--- src/adcsh_params.svh ---
// Register offsets, field positions, reset values and timing counts of the converter control block
`ifndef ADCSH_PARAMS_SVH
`define ADCSH_PARAMS_SVH

`define ADCSH_OFF_CTRL        12'h000
`define ADCSH_OFF_SHMODE      12'h004
`define ADCSH_OFF_SSTATE      12'h008
`define ADCSH_OFF_CLKDIV      12'h00C
`define ADCSH_OFF_RESULT      12'h010
`define ADCSH_OFF_REQFLAG     12'h014
`define ADCSH_OFF_IRQEN       12'h018
`define ADCSH_OFF_STATUS      12'h01C
`define ADCSH_OFF_MASK        12'h020

`define ADCSH_CTRL_START_BIT  0
`define ADCSH_CTRL_IE_BIT     1
`define ADCSH_CTRL_RES_LSB    2
`define ADCSH_CTRL_RES_MSB    3
`define ADCSH_CTRL_BUSY_BIT   4
`define ADCSH_SHMODE_CONT_BIT 0

`define ADCSH_SSTATE_RST      8'h0B
`define ADCSH_CLKDIV_RST      8'h00
`define ADCSH_RES_12          2'h0
`define ADCSH_RES_10          2'h1
`define ADCSH_RES_8           2'h2

`define ADCSH_CONV_CLK_8      5'h09
`define ADCSH_CONV_CLK_10     5'h0B
`define ADCSH_CONV_CLK_12     5'h0D
`define ADCSH_SSTATE_MIN      8'h01

`define ADCSH_ST_DONE_BIT     0
`endif

--- src/adcsh_pkg.sv ---
// Types shared by the converter control block
package adcsh_pkg;
   typedef enum logic [1:0] {
      ADCSH_IDLE   = 2'b00,
      ADCSH_SAMPLE = 2'b01,
      ADCSH_CONV   = 2'b10,
      ADCSH_STORE  = 2'b11
   } adcsh_state_e;

   typedef struct packed {
      logic [31:0] addr;
      logic        write;
      logic        valid;
   } adcsh_addr_s;

   typedef struct packed {
      logic       cont_sample;
      logic [1:0] res_mode;
      logic       start_req;
   } adcsh_analog_s;
endpackage

--- src/adcsh_top.sv ---
// Converter control: sample-hold mode, timing, end-of-conversion request flag, AHB-Lite slave
//
// Design decisions made here: register access over AHB-Lite and the register addresses.
`timescale 1ns/10ps
`include "adcsh_params.svh"

// Contract
// - Bit 0 of the sample-hold mode register turns continuous sampling off (0) or on (1).
// - With the scan-end interrupt enable set, the end-of-conversion request reaches the flag.
// - A conversion end sets the request flag only while the scan-end interrupt enable is set, and O_IRQ_REQ stays low while it is clear.
// - Writing 0 to the request flag register clears it, which software does before a new start.
// - The request flag reads 1 only after the result has been written into the result register.
// - Conversion time is shortest in 8-bit mode, longer in 10-bit and longest in 12-bit mode.
// - The sampling-state register sets how many converter clock states form one sample.
// - The converter clock is a post-scaled version of the peripheral clock.
// - Sampling lasts the state count times one converter clock period, and the count resets to 0Bh.
module adcsh_top
   import adcsh_pkg::*;
#(
   parameter int DATA_W = 12
) (
   input  wire logic              I_MCLK,       // Peripheral clock, 20 MHz
   input  wire logic              I_SYS_RST,    // Synchronous reset, active high
   input  wire logic              I_HSEL,       // AHB slave select
   input  wire logic [31:0]       I_HADDR,      // AHB address
   input  wire logic [1:0]        I_HTRANS,     // AHB transfer type
   input  wire logic              I_HWRITE,     // AHB write
   input  wire logic [2:0]        I_HSIZE,      // AHB size
   input  wire logic [31:0]       I_HWDATA,     // AHB write data
   input  wire logic              I_HREADY,     // AHB bus ready
   input  wire logic [DATA_W-1:0] I_ADC_DATA,   // Analog core result, same clock
   output logic [31:0]            O_HRDATA,     // AHB read data
   output logic                   O_HREADYOUT,  // AHB slave ready
   output logic                   O_HRESP,      // AHB response, always OKAY
   output logic                   O_CONT_SAMPLE,// Continuous sampling to sample-hold
   output logic                   O_SAMPLE,     // Sample-hold tracking window
   output logic                   O_CONV_CLK_EN,// Converter clock enable pulse
   output logic                   O_IRQ_REQ,    // Request to interrupt controller
   output logic                   O_IRQ         // Level interrupt
);

   initial begin
      if (DATA_W < 8 || DATA_W > 32) begin
         $error("DATA_W out of range");
      end
   end

   adcsh_addr_s   aph_reg;
   adcsh_state_e  state_reg;
   logic          ie_reg;
   logic [1:0]    res_reg;
   logic          shmode_reg;
   logic [7:0]    sstate_reg;
   logic [7:0]    clkdiv_reg;
   logic [7:0]    div_cnt_reg;
   logic          tick_reg;
   logic [7:0]    cnt_reg;
   logic [DATA_W-1:0] result_reg;
   logic          reqflag_reg;
   logic          irqen_reg;
   logic          status_reg;
   logic          mask_reg;
   logic          done_pulse_reg;
   logic [31:0]   rdata_next;
   logic          wr_en;
   logic          start_wr;
   logic [4:0]    conv_len;
   logic [11:0]   wr_off;

   // Address phase capture
   always_ff @(posedge I_MCLK) begin
      if (I_SYS_RST) begin
         aph_reg <= '0;
      end else if (I_HREADY) begin
         aph_reg.addr  <= I_HADDR;
         aph_reg.write <= I_HWRITE;
         aph_reg.valid <= I_HSEL & I_HTRANS[1];
      end
   end

   assign wr_en    = aph_reg.valid & aph_reg.write;
   assign wr_off   = aph_reg.addr[11:0];
   assign start_wr = wr_en && (wr_off == `ADCSH_OFF_CTRL)
                     && I_HWDATA[`ADCSH_CTRL_START_BIT];

   // Control register fields
   always_ff @(posedge I_MCLK) begin
      if (I_SYS_RST) begin
         ie_reg  <= 1'b0;
         res_reg <= `ADCSH_RES_12;
      end else if (wr_en && wr_off == `ADCSH_OFF_CTRL) begin
         ie_reg  <= I_HWDATA[`ADCSH_CTRL_IE_BIT];
         res_reg <= I_HWDATA[`ADCSH_CTRL_RES_MSB:`ADCSH_CTRL_RES_LSB];
      end
   end

   always_ff @(posedge I_MCLK) begin
      if (I_SYS_RST) begin
         shmode_reg <= 1'b0;
      end else if (wr_en && wr_off == `ADCSH_OFF_SHMODE) begin
         shmode_reg <= I_HWDATA[`ADCSH_SHMODE_CONT_BIT];
      end
   end

   // state count, zero would give no window so floor at one
   always_ff @(posedge I_MCLK) begin
      if (I_SYS_RST) begin
         sstate_reg <= `ADCSH_SSTATE_RST;
      end else if (wr_en && wr_off == `ADCSH_OFF_SSTATE) begin
         sstate_reg <= (I_HWDATA[7:0] < `ADCSH_SSTATE_MIN) ? `ADCSH_SSTATE_MIN
                                                            : I_HWDATA[7:0];
      end
   end

   always_ff @(posedge I_MCLK) begin
      if (I_SYS_RST) begin
         clkdiv_reg <= `ADCSH_CLKDIV_RST;
      end else if (wr_en && wr_off == `ADCSH_OFF_CLKDIV) begin
         clkdiv_reg <= I_HWDATA[7:0];
      end
   end

   // converter clock is a pulse every clkdiv+1 peripheral clocks
   always_ff @(posedge I_MCLK) begin
      if (I_SYS_RST) begin
         div_cnt_reg <= 8'h00;
         tick_reg    <= 1'b0;
      end else if (start_wr && state_reg == ADCSH_IDLE) begin
         // realign so every sampling state lasts one full converter clock period
         div_cnt_reg <= (clkdiv_reg == 8'h00) ? 8'h00 : 8'h01;
         tick_reg    <= (clkdiv_reg == 8'h00);
      end else if (div_cnt_reg >= clkdiv_reg) begin
         div_cnt_reg <= 8'h00;
         tick_reg    <= 1'b1;
      end else begin
         div_cnt_reg <= div_cnt_reg + 8'h01;
         tick_reg    <= 1'b0;
      end
   end

   // more bits take more converter clocks
   always_comb begin
      case (res_reg)
         `ADCSH_RES_8:  conv_len = `ADCSH_CONV_CLK_8;
         `ADCSH_RES_10: conv_len = `ADCSH_CONV_CLK_10;
         default:       conv_len = `ADCSH_CONV_CLK_12;
      endcase
   end

   // Conversion sequencer
   always_ff @(posedge I_MCLK) begin
      if (I_SYS_RST) begin
         state_reg      <= ADCSH_IDLE;
         cnt_reg        <= 8'h00;
         result_reg     <= '0;
         done_pulse_reg <= 1'b0;
      end else begin
         done_pulse_reg <= 1'b0;
         case (state_reg)
            ADCSH_IDLE: begin
               if (start_wr) begin
                  state_reg <= ADCSH_SAMPLE;
                  cnt_reg   <= 8'h00;
               end
            end
            ADCSH_SAMPLE: begin
               // window is sstate converter clock periods
               if (tick_reg) begin
                  if (cnt_reg + 8'h01 >= sstate_reg) begin
                     state_reg <= ADCSH_CONV;
                     cnt_reg   <= 8'h00;
                  end else begin
                     cnt_reg <= cnt_reg + 8'h01;
                  end
               end
            end
            ADCSH_CONV: begin
               if (tick_reg) begin
                  if (cnt_reg + 8'h01 >= {3'b000, conv_len}) begin
                     state_reg <= ADCSH_STORE;
                  end else begin
                     cnt_reg <= cnt_reg + 8'h01;
                  end
               end
            end
            ADCSH_STORE: begin
               // result stored here, flag sets on the next edge
               result_reg     <= I_ADC_DATA;
               done_pulse_reg <= 1'b1;
               state_reg      <= ADCSH_IDLE;
            end
            default: state_reg <= ADCSH_IDLE;
         endcase
      end
   end

   // request flag, set wins over a clearing write of 0
   always_ff @(posedge I_MCLK) begin
      if (I_SYS_RST) begin
         reqflag_reg <= 1'b0;
      end else if (done_pulse_reg && ie_reg) begin
         reqflag_reg <= 1'b1;
      end else if (wr_en && wr_off == `ADCSH_OFF_REQFLAG && !I_HWDATA[0]) begin
         reqflag_reg <= 1'b0;
      end
   end

   always_ff @(posedge I_MCLK) begin
      if (I_SYS_RST) begin
         irqen_reg <= 1'b0;
         mask_reg  <= 1'b0;
      end else if (wr_en && wr_off == `ADCSH_OFF_IRQEN) begin
         irqen_reg <= I_HWDATA[0];
      end else if (wr_en && wr_off == `ADCSH_OFF_MASK) begin
         mask_reg <= I_HWDATA[`ADCSH_ST_DONE_BIT];
      end
   end

   // Sticky done status, write one to clear, set wins
   always_ff @(posedge I_MCLK) begin
      if (I_SYS_RST) begin
         status_reg <= 1'b0;
      end else if (done_pulse_reg) begin
         status_reg <= 1'b1;
      end else if (wr_en && wr_off == `ADCSH_OFF_STATUS && I_HWDATA[`ADCSH_ST_DONE_BIT]) begin
         status_reg <= 1'b0;
      end
   end

   always_comb begin
      rdata_next = 32'h0000_0000;
      case (I_HADDR[11:0])
         `ADCSH_OFF_CTRL: begin
            rdata_next[`ADCSH_CTRL_IE_BIT] = ie_reg;
            rdata_next[`ADCSH_CTRL_RES_MSB:`ADCSH_CTRL_RES_LSB] = res_reg;
            rdata_next[`ADCSH_CTRL_BUSY_BIT] = (state_reg != ADCSH_IDLE);
         end
         `ADCSH_OFF_SHMODE:  rdata_next[`ADCSH_SHMODE_CONT_BIT] = shmode_reg;
         `ADCSH_OFF_SSTATE:  rdata_next[7:0] = sstate_reg;
         `ADCSH_OFF_CLKDIV:  rdata_next[7:0] = clkdiv_reg;
         `ADCSH_OFF_RESULT:  rdata_next[DATA_W-1:0] = result_reg;
         `ADCSH_OFF_REQFLAG: rdata_next[0] = reqflag_reg;
         `ADCSH_OFF_IRQEN:   rdata_next[0] = irqen_reg;
         `ADCSH_OFF_STATUS:  rdata_next[`ADCSH_ST_DONE_BIT] = status_reg;
         `ADCSH_OFF_MASK:    rdata_next[`ADCSH_ST_DONE_BIT] = mask_reg;
         default:            rdata_next = 32'h0000_0000;
      endcase
   end

   // Read data registered at the address phase so the slave never waits
   always_ff @(posedge I_MCLK) begin
      if (I_SYS_RST) begin
         O_HRDATA <= 32'h0000_0000;
      end else if (I_HREADY && I_HSEL && I_HTRANS[1] && !I_HWRITE) begin
         O_HRDATA <= rdata_next;
      end
   end

   always_ff @(posedge I_MCLK) begin
      if (I_SYS_RST) begin
         O_HREADYOUT   <= 1'b1;
         O_HRESP       <= 1'b0;
         O_CONT_SAMPLE <= 1'b0;
         O_SAMPLE      <= 1'b0;
         O_CONV_CLK_EN <= 1'b0;
         O_IRQ_REQ     <= 1'b0;
         O_IRQ         <= 1'b0;
      end else begin
         O_HREADYOUT   <= 1'b1;
         O_HRESP       <= 1'b0;
         O_CONT_SAMPLE <= shmode_reg;
         O_SAMPLE      <= (state_reg == ADCSH_SAMPLE);
         O_CONV_CLK_EN <= tick_reg;
         O_IRQ_REQ     <= done_pulse_reg & ie_reg;
         // interrupt from the request flag when the controller enable is set, or from the done status when its mask is set
         O_IRQ         <= (reqflag_reg & irqen_reg) | (status_reg & mask_reg);
      end
   end

endmodule

--- config.mk ---
export PLATFORM = sky130hd
export DESIGN_NAME = adcsh_top
export DESIGN_NICKNAME = d
export VERILOG_FILES = /design/src/adcsh_pkg.sv /design/src/adcsh_top.sv
export VERILOG_INCLUDE_DIRS = /design/src
export SDC_FILE = /design/constraint.sdc
export NUM_CORES = 1
export LEC_CHECK = 0
export ABC_AREA = 1
export BUFFER_PORTS_ARGS = -buffer_cell sky130_fd_sc_hd__buf_4
export CORE_MARGIN = 2
export CORE_UTILIZATION = 47
export DETAILED_ROUTE_END_ITERATION = 7
export GPL_ROUTABILITY_DRIVEN = 0
export GPL_TIMING_DRIVEN = 0
export PLACE_DENSITY = 0.77
export SYNTH_ARGS = -nofsm -noshare
export SYNTH_HDL_FRONTEND = slang
export SYNTH_SLANG_ARGS = --single-unit
--- constraint.sdc ---
create_clock -name I_MCLK -period 2.11 [get_ports I_MCLK]
set_input_delay 0.3165 -clock I_MCLK [delete_from_list [all_inputs] [get_ports I_MCLK]]
set_output_delay 0.3165 -clock I_MCLK [all_outputs]
set_load 0.02 [all_outputs]
* Yosys cells after proc, flatten, opt, wreduce, memory -nomap -nowiden
Index checks and enable logic that the tools add are counted.
** Word-level totals
- Register bits after elaboration :: 87
- Input port bits :: 86
- Output and inout bits :: 39
- Word-level logic and storage cells :: 120
** Cells by class
- $add $sub $neg :: 2
- Order comparisons :: 4
- Equal/unequal tests :: 26
- Mux-type cells :: 28
- Bitwise logic cells :: 7
- Reduce and logical (&&, ||, !) cells :: 29
** Operator list (count)
- equality test 12 x 5 -> 1 bit (second input constant) :: 7
- 2-to-1 mux 8 bit :: 8
- equality test 12 x 4 -> 1 bit (second input constant) :: 4
- equality test 12 x 3 -> 1 bit (second input constant) :: 2
- equality test 12 x 6 -> 1 bit (second input constant) :: 2
- zero test 12 bit :: 2
- case mux 8 bit (3 select lines) :: 1
- adder 8 x 1 -> 8 bit (second input constant) :: 2
- greater-or-equal comparator 8 bit :: 2
- logical AND 1 bit :: 16
- case mux 4 bit (4 select lines) :: 1
- inequality test 2 bit (second input constant) :: 6
- 2-to-1 mux 2 bit :: 5
- AND reduction 5 bit :: 2
- case mux 3 bit (3 select lines) :: 1
- greater-or-equal comparator 8 x 5 -> 1 bit :: 1
- zero test 8 bit :: 1
- < comparator 8 x 1 -> 1 bit (second input constant) :: 1
- 2-to-1 mux 1 bit :: 8
- case mux 1 bit (8 select lines) :: 1
- case mux 2 bit (4 select lines) :: 1
- equality test 2 bit (second input constant) :: 3
- case mux 3 bit (2 select lines) :: 1
- nonzero test 2 bit :: 3
- other kinds (9) :: 15

* Longest topological paths before layout
Gate-level depths: netlist (run 1).
- Depth after elaboration :: 6
- Depth in mapped cells :: 17
- Gate-level depth less buffers :: 17

* Worst setup path after synthesis (run 1)
No wires, ideal clock.
- Path type :: register -> register
- Start :: reg cnt_reg[0]
- End :: reg state_reg[0]
- Setup time :: 0.113 ns
- Data arrival time :: 1.841 ns
- Required time :: 1.997 ns
- Path slack :: 0.156 ns
- Stages on the path, launching flop included :: 14
- Buffers on the path :: 0
- Period minus slack after synthesis :: 1.954 ns
- Cell sequence :: dfxtp_1 > inv_1 > nor2_2 > nand2_1 > xor2_1 > inv_1 > ha_1 > or2_2 > a31oi_1 > nand2_1 > nand2_1 > nand2_1 > nand2_1 > nor2_1
** Between the ends
- Word-level cells in the longest chain between the ends :: 4
- Elaborated cells between the ends (all ways) :: 6
- Those cells by class :: add/sub: 1; order compare: 2; eq/ne: 2; reduce/logical: 1
** RTL lines
- from (decl) :: line adcsh_top.sv:57 : logic [7:0] cnt_reg;
- from (signal assigned) :: line adcsh_top.sv:173 : cnt_reg <= cnt_reg + 8'h01;
- from (signal assigned) :: line adcsh_top.sv:182 : cnt_reg <= cnt_reg + 8'h01;
- adder 8 x 1 -> 8 bit (*) :: line adcsh_top.sv:169, adcsh_top.sv:179
- greater-or-equal comparator 8 x 5 -> 1 bit or greater-or-equal comparator 8 bit (tied branches) :: line adcsh_top.sv:179, adcsh_top.sv:169
- inequality test 2 bit (no source line)
- AND reduction 5 bit (no source line) (*)
- to (signal assigned) :: line adcsh_top.sv:170 : state_reg <= ADCSH_CONV;
- to (signal assigned) :: line adcsh_top.sv:180 : state_reg <= ADCSH_STORE;
- to (signal assigned) :: line adcsh_top.sv:190 : state_reg <= ADCSH_IDLE;
- to (decl) :: line adcsh_top.sv:49 : adcsh_state_e state_reg;
Every way passes the cells marked *; elsewhere a longest branch is shown, timed or not.
A chain may end at the register's enable or synchronous reset.

* Worst setup path in the final report (run 1)
- Start :: reg cnt_reg[1]
- End :: reg cnt_reg[2]
** Between the ends
- Word-level cells in the longest chain between the ends :: 5
- Elaborated cells between the ends (all ways) :: 10
- Those cells by class :: add/sub: 1; order compare: 2; eq/ne: 1; mux: 5; reduce/logical: 1
** RTL lines
- adder 8 x 1 -> 8 bit (*)
- greater-or-equal comparator 8 bit :: line adcsh_top.sv:169 : if (cnt_reg + 8'h01 >= sstate_reg) begin
- 2-to-1 mux 8 bit :: line adcsh_top.sv:169
- 2-to-1 mux 8 bit :: line adcsh_top.sv:168 : if (tick_reg) begin
- case mux 8 bit (3 select lines) :: line adcsh_top.sv:159 : case (state_reg)
Every way passes the cells marked *; elsewhere a longest branch is shown, timed or not. The select of a mux whose other input is x is not followed.

==> results of run 1 <==
## cells in the mapped netlist
master,instances,share of area [%]
dfxtp_1,87,39
nand3_1,22,2.5
o21bai_1,1,0.17
conb_1,2,0.17
a21oi_2,1,0.20
a211oi_2,1,0.28
xor2_1,6,1.2
nor2_2,4,0.56
o21ai_0,59,6.6
nor2_4,2,0.50
o21ai_2,1,0.20
inv_1,84,7.0
inv_2,1,0.084
clkbuf_1,10,0.84
or2_2,4,0.56
buf_6,1,0.25
nor2_1,81,6.8
a31oi_1,2,0.28
ha_1,24,6.7
nand4_1,10,1.4
o211ai_1,3,0.50
nor4_1,5,0.70
nand2_1,105,8.8
a21oi_1,58,6.5
nand2_4,1,0.25
nand3_2,2,0.45
nand2_2,5,0.70
xnor2_1,2,0.39
o221ai_1,3,0.59
buf_4,22,3.7
nor3_1,3,0.33
nand3b_1,2,0.33
buf_2,5,0.56
o22ai_1,8,1.1
o2111ai_1,1,0.20
## power breakdown
part	switching (uW)	total [uW]	internal (uW)
sequential	70.7	1810	1730
combinational	557	902	344
clock	613	1080	464
total	1240	3780	2540
## metrics by stage
step / setup WS (ns) / hold slack (ns) / power [uW] / util, %
floorplan: 0.156 / 0.404 / 2370 / -
global placement: -0.135 / 0.428 / 2570 / 55.5
detailed placement: -0.165 / 0.431 / 2600 / 55.5
CTS: 0.0159 / 0.168 / 3680 / 58.0
global route: -0.000748 / 0.177 / 3980 / 59.4
finish: 0.132 / 0.172 / 3780 / 59.4
## tightest hold or removal path, stage by stage
cell and delay (ns):
buf_4 0.08, nor2_1 0.03, nor2_1 0.08
## layout make-up
cell class | count | share of cell area [%]
Tap cell | 129 | 2.94
Inverter | 85 | 5.88
Clock inverter | 6 | 0.821
Buffer | 38 | 4.35
Timing Repair Buffer | 59 | 8.07
Clock buffer | 10 | 2.51
Multi-Input combinational cell | 438 | 43.3
Sequential cell | 87 | 32.1
## repair_timing
action	CTS	global route
endpoints found under the setup margin	10	10
pin swaps	3	11
resized for setup	10	31
buffers inserted	2	3
## logic make-up after synthesis
kind of cell,count (synthesis),share of synthesized area (%)
DFF,87,38.8
xor gates and xnor gates,8,1.56
and+or+nand+nor,246,23.8
buffers and inverters,123,12.4
other,2,0.167
adders and majority gates,24,6.69
AOI/OAI and AO/OA,138,16.6
## layer usage
layer	routed length [um]	vias to the layer above	GRT usage, %
met2	5540	178	40.7
met3	764	35	4.21
met5	0	-	0
met1	4830	1960	27.6
li1	-	2174	-
met4	376	0	10.2
## path summary, 6_finish.rpt
check | endpoint | cells past startpoint | from | slack [ns]
max | cnt_reg[2]$_SDFFE_PP0P_ | 12 | cnt_reg[1]$_SDFFE_PP0P_ | 0.13
min | result_reg[10]$_SDFFE_PP0P_ | 3 | I_ADC_DATA[10] | 0.17
max reg2reg | cnt_reg[2]$_SDFFE_PP0P_ | 12 | cnt_reg[1]$_SDFFE_PP0P_ | 0.13
min reg2reg | O_CONV_CLK_EN$_SDFF_PP0_ | 2 | tick_reg$_SDFF_PP0_ | 0.45
## placed cells by master (no fill, tap or decap), types with 14 or more instances in the layout
master	Yosys	final
nand2_1	105	95
nand3_1	22	22
ha_1	24	22
nor2_1	81	80
inv_1	84	82
dfxtp_1	87	80
buf_4	22	81
conb_1	2	22
a21oi_1	58	53
o21ai_0	59	59
nand2_2	5	14
==> results.py, run 1 <==
metrics = {
    "critical_path": {
        "crit_fanout": 8,
        "end_kind": "flop",
        "critPathKind": "reg -> reg",
        "crit_path_max_incr_delay_ns": 0.40,
        "critPathArrivalTime_ns": 2.27,
        "crit_chain": "nand2_4, nor2_4, nand2_2, xor2_2, inv_1, ha_2, or2_4, a31oi_2, nand2_2, nand2_4, nand2_2, a21oi_2",
        "worst_ep_required_time_ns": 2.40,
        "worstPathBufferInverterCount": 1,
        "cpMostUsedCell": "nand2_2",
        "path_delay_family": "simple AND/OR/NAND/NOR gates",
        "slowest_stage": "dfxtp_4",
        "startpoint_type": "flop",
    },
    "clocking": {
        "cts-hold-fix-buffers": 0,
        "clkLatencyLatePin_ns": 0.36,
        "clkTransAtPathRegs_ns": 0.09,
        "htreeDepth": 3,
        "clockBufferDepth": 2,
        "cts_root_buffer": "clkbuf_8",
        "numCtsBuffers": 9,
        "cts_tree": "done",
        "cts.sinks": 87,
    },
    "sta": {
        "finalClockSkew_ns": 0.0104,
        "slew_headroom_pct": 49.6,
        "slew_viol_final": 0,
        "worst_pin_slew_ns": 0.756,
        "finalSetupViolCount": 0,
        "setup_tns_ns": 0,
        "max_freq_mhz": 506,
        "hold_violations": 0,
        "finalCritPeriodShare_pct": 93.7,
        "fin_crit_ns": 1.98,
    },
    "global_route": {
        "grt_use_total_pct": 23.2,
        "grt_pass1_wl_um": 19000,
        "grt_max_degree": 16,
        "grt_pass1_vias": 4154,
        "antenna_found_initial": 0,
        "grt_overflow": 0,
    },
    "final_layout": {
        "antenna_cells": 0,
        "multi_input_area_um2": 2380,
        "n_fill_cell": 829,
        "area_delta_synth_final_pct": 22.3,
        "largest_reg_flops": 14,
        "nNetsFinal": 828,
        "final_cells": 852,
        "seq_area_um2": 1760,
        "layout-drive-gt1-share_pct": 21.6,
        "final_cell_area_um2": 5490,
    },
    "detailed_routing": {
        "drc": 0,
        "routed_wirelength_um": 11500,
        "ant_nets": 0,
        "wl_per_cell_um": 13.5,
        "drt-initial-drc-count": 349,
        "drt_first_pass_iters": 5,
        "viasPerCell": 5.10,
        "vias": 4347,
    },
    "floorplan": {
        "initial_core_util_pct": 48.6,
        "io_pins": 125,
        "design.core.area_um2": 9240,
        "die_h_um": 102,
        "die_area_um2": 10300,
        "die_w_um": 102,
        "num_rows": 35,
    },
    "power_and_ir_drop": {
        "power.leakage_uw": 0.00244,
        "power.density_nw_per_um2": 689,
        "peakVddDrop_mv": 0.394,
    },
    "min_path": {
        "holdCritPathClass": "in -> reg",
    },
    "logic_synthesis": {
        "synth_area_um2": 4490,
        "synth.avg_cell_area_um2": 7.15,
        "synthDistinctLibCells": 35,
        "ys_ff_latch": 87,
        "yosysSeqAreaShare_pct": 38.8,
        "yosysWarningCount": 0,
        "syn-instance-count": 628,
    },
    "place": {
        "placed_cell_area_um2": 5130,
        "dp_cells": 831,
        "post-dp-hpwl_um": 8720,
        "portBuffers": 54,
    },
    "status": {
        "status": "finished, final reports clean",
    },
    "flow_run": {
        "max_cap_viol_count": 0,
    },
}
(Power assumes the default switching activity.)
==> run 2: changes to the inputs <==
--- a/config.mk
+++ b/config.mk
@@ -12,7 +12,6 @@
 export CORE_UTILIZATION = 47
 export DETAILED_ROUTE_END_ITERATION = 7
 export GPL_ROUTABILITY_DRIVEN = 0
-export GPL_TIMING_DRIVEN = 0
 export PLACE_DENSITY = 0.77
 export SYNTH_ARGS = -nofsm -noshare
 export SYNTH_HDL_FRONTEND = slang
==> results.py, run 2 (synthesized netlist as in run 1, its figures left out) <==
metrics = {
    "status": {
        "status": "finished, final reports clean",
    },
    "detailed_routing": {
        "routed_wirelength_um": 10700,
        "drt_first_pass_iters": 5,
        "ant_nets": 0,
        "wl_per_cell_um": 13.0,
        "viasPerCell": 5.14,
        "vias": 4225,
        "drc": 0,
        "drt-initial-drc-count": 242,
    },
    "floorplan": {
        "initial_core_util_pct": 48.6,
        "die_h_um": 102,
        "die_area_um2": 10300,
        "design.core.area_um2": 9240,
        "io_pins": 125,
        "die_w_um": 102,
        "num_rows": 35,
    },
    "final_layout": {
        "final_cells": 822,
        "layout_common_cells": "nand2_1 (102), dfxtp_1 (83), inv_1 (83), nor2_1 (80), buf_4 (67)",
        "layout-drive-gt1-share_pct": 17.5,
        "final_cell_area_um2": 5320,
        "largest_reg_flops": 14,
        "nNetsFinal": 798,
        "layout_commonest_cell": "nand2_1",
        "utilization_pct": 57.6,
        "antenna_cells": 0,
        "n_fill_cell": 820,
        "area_delta_synth_final_pct": 18.6,
    },
    "global_route": {
        "grt_use_total_pct": 22.0,
        "grt_overflow": 0,
        "grt_pass1_vias": 4044,
        "grt_max_degree": 27,
        "antenna_found_initial": 0,
        "grt_pass1_wl_um": 18300,
    },
    "clocking": {
        "cts.sinks": 87,
        "htreeDepth": 3,
        "cts-hold-fix-buffers": 0,
        "cts_tree": "done",
        "clkLatencyLatePin_ns": 0.36,
        "clkTransAtPathRegs_ns": 0.09,
        "clockBufferDepth": 2,
        "cts_root_buffer": "clkbuf_8",
        "numCtsBuffers": 9,
    },
    "place": {
        "placed_cell_area_um2": 4970,
        "dp_cells": 803,
        "post-dp-hpwl_um": 8090,
        "portBuffers": 54,
    },
    "critical_path": {
        "r2r_slack_ns": 0.1,
        "crit_fanout": 12,
        "critPathArrivalTime_ns": 2.29,
        "startpoint_type": "flop",
        "critPathKind": "reg -> reg",
        "end_kind": "flop",
        "worst_ep_required_time_ns": 2.39,
    },
    "sta": {
        "fin_crit_ns": 2.01,
        "slew_viol_final": 0,
        "finalCritPeriodShare_pct": 95.4,
        "finalSetupViolCount": 0,
        "holdWs_ns": 0.179,
        "rsz0062_at_grt": "yes",
        "max_freq_mhz": 497,
        "finalClockSkew_ns": 0.0115,
        "hold_violations": 0,
        "setup_tns_ns": 0,
    },
    "min_path": {
        "holdCritPathClass": "in -> reg",
    },
    "power_and_ir_drop": {
        "peakVddDrop_mv": 0.406,
        "power.leakage_uw": 0.00234,
        "power.density_nw_per_um2": 746,
    },
    "flow_run": {
        "max_cap_viol_count": 0,
    },
}
run 2: cell types whose count changed in the layout (fill, tap and decap cells not counted), moves of 3 or more:
cell,change
buf_2,-5
nand2_2,-7
a21oi_2,-3
nand2_1,+7
buf_4,-14
dfxtp_1,+3
dfxtp_4,-3
clkbuf_1,-9
clkinvlp_4,-4
bufinv_16,+3
a21oi_1,+3
run 2: worst max-delay path, stage by stage (launching register included):
cell and delay [ns]:
dfxtp_4 0.39, inv_1 0.10, nor2_2 0.12, nand2_2 0.08, xor2_2 0.16, buf_4 0.13
buf_4 0.12, buf_4 0.12, buf_4 0.12, nand2_2 0.07, o21ai_2 0.07, nand2_4 0.15
inv_1 0.14, a21oi_1 0.17
run 2: per-layer routing:
metal | up-vias | track usage (%) | wire [um]
met4 | 0 | 9.36 | 265
met1 | 1942 | 26.9 | 4640
met5 | - | 0 | 0
met3 | 30 | 3.17 | 577
met2 | 140 | 38.3 | 5240
li1 | 2113 | - | -
run 2: metrics by stage:
stage	setup WS (ns)	power [uW]
2_1_floorplan	0.156	2370
3_3_place_gp	0.0261	2540
3_5_place_dp	-0.0813	2580
4_1_cts	0.000969	3950
5_1_grt	-0.0152	4180
6_report	0.0970	3970
run 2: where the power goes:
group	internal (uW)	switching [uW]	total, uW
clock network	785	579	1360
registers	1730	57.0	1790
logic	301	521	822
run 2: what timing repair did:
item,4_1_cts,5_1_grt
resized for setup,6,17
pin swaps,3,5
endpoints found under the setup margin,10,10
setup buffers,2,1
run 2: final timing paths:
path | start | end | cells after the start
worst min-delay path | I_ADC_DATA[9] | result_reg[9]$_SDFFE_PP0P_ | 3
worst min register to register | tick_reg$_SDFF_PP0_ | O_CONV_CLK_EN$_SDFF_PP0_ | 2
worst max register to register | cnt_reg[0]$_SDFFE_PP0P_ | cnt_reg[1]$_SDFFE_PP0P_ | 13
worst max-delay path | cnt_reg[0]$_SDFFE_PP0P_ | cnt_reg[1]$_SDFFE_PP0P_ | 13
run 2: layout make-up:
| cell class | instances | area (um^2) | area share, % |
|---|---|---|---|
| Multi-Input combinational cell | 438 | 2350 | 44.2 |
| Sequential cell | 87 | 1750 | 32.9 |
| Timing Repair Buffer | 67 | 503 | 9.45 |
| Inverter | 85 | 319 | 5.99 |
| Tap cell | 129 | 161 | 3.03 |
| Clock buffer | 10 | 128 | 2.40 |
| Clock inverter | 6 | 109 | 2.05 |
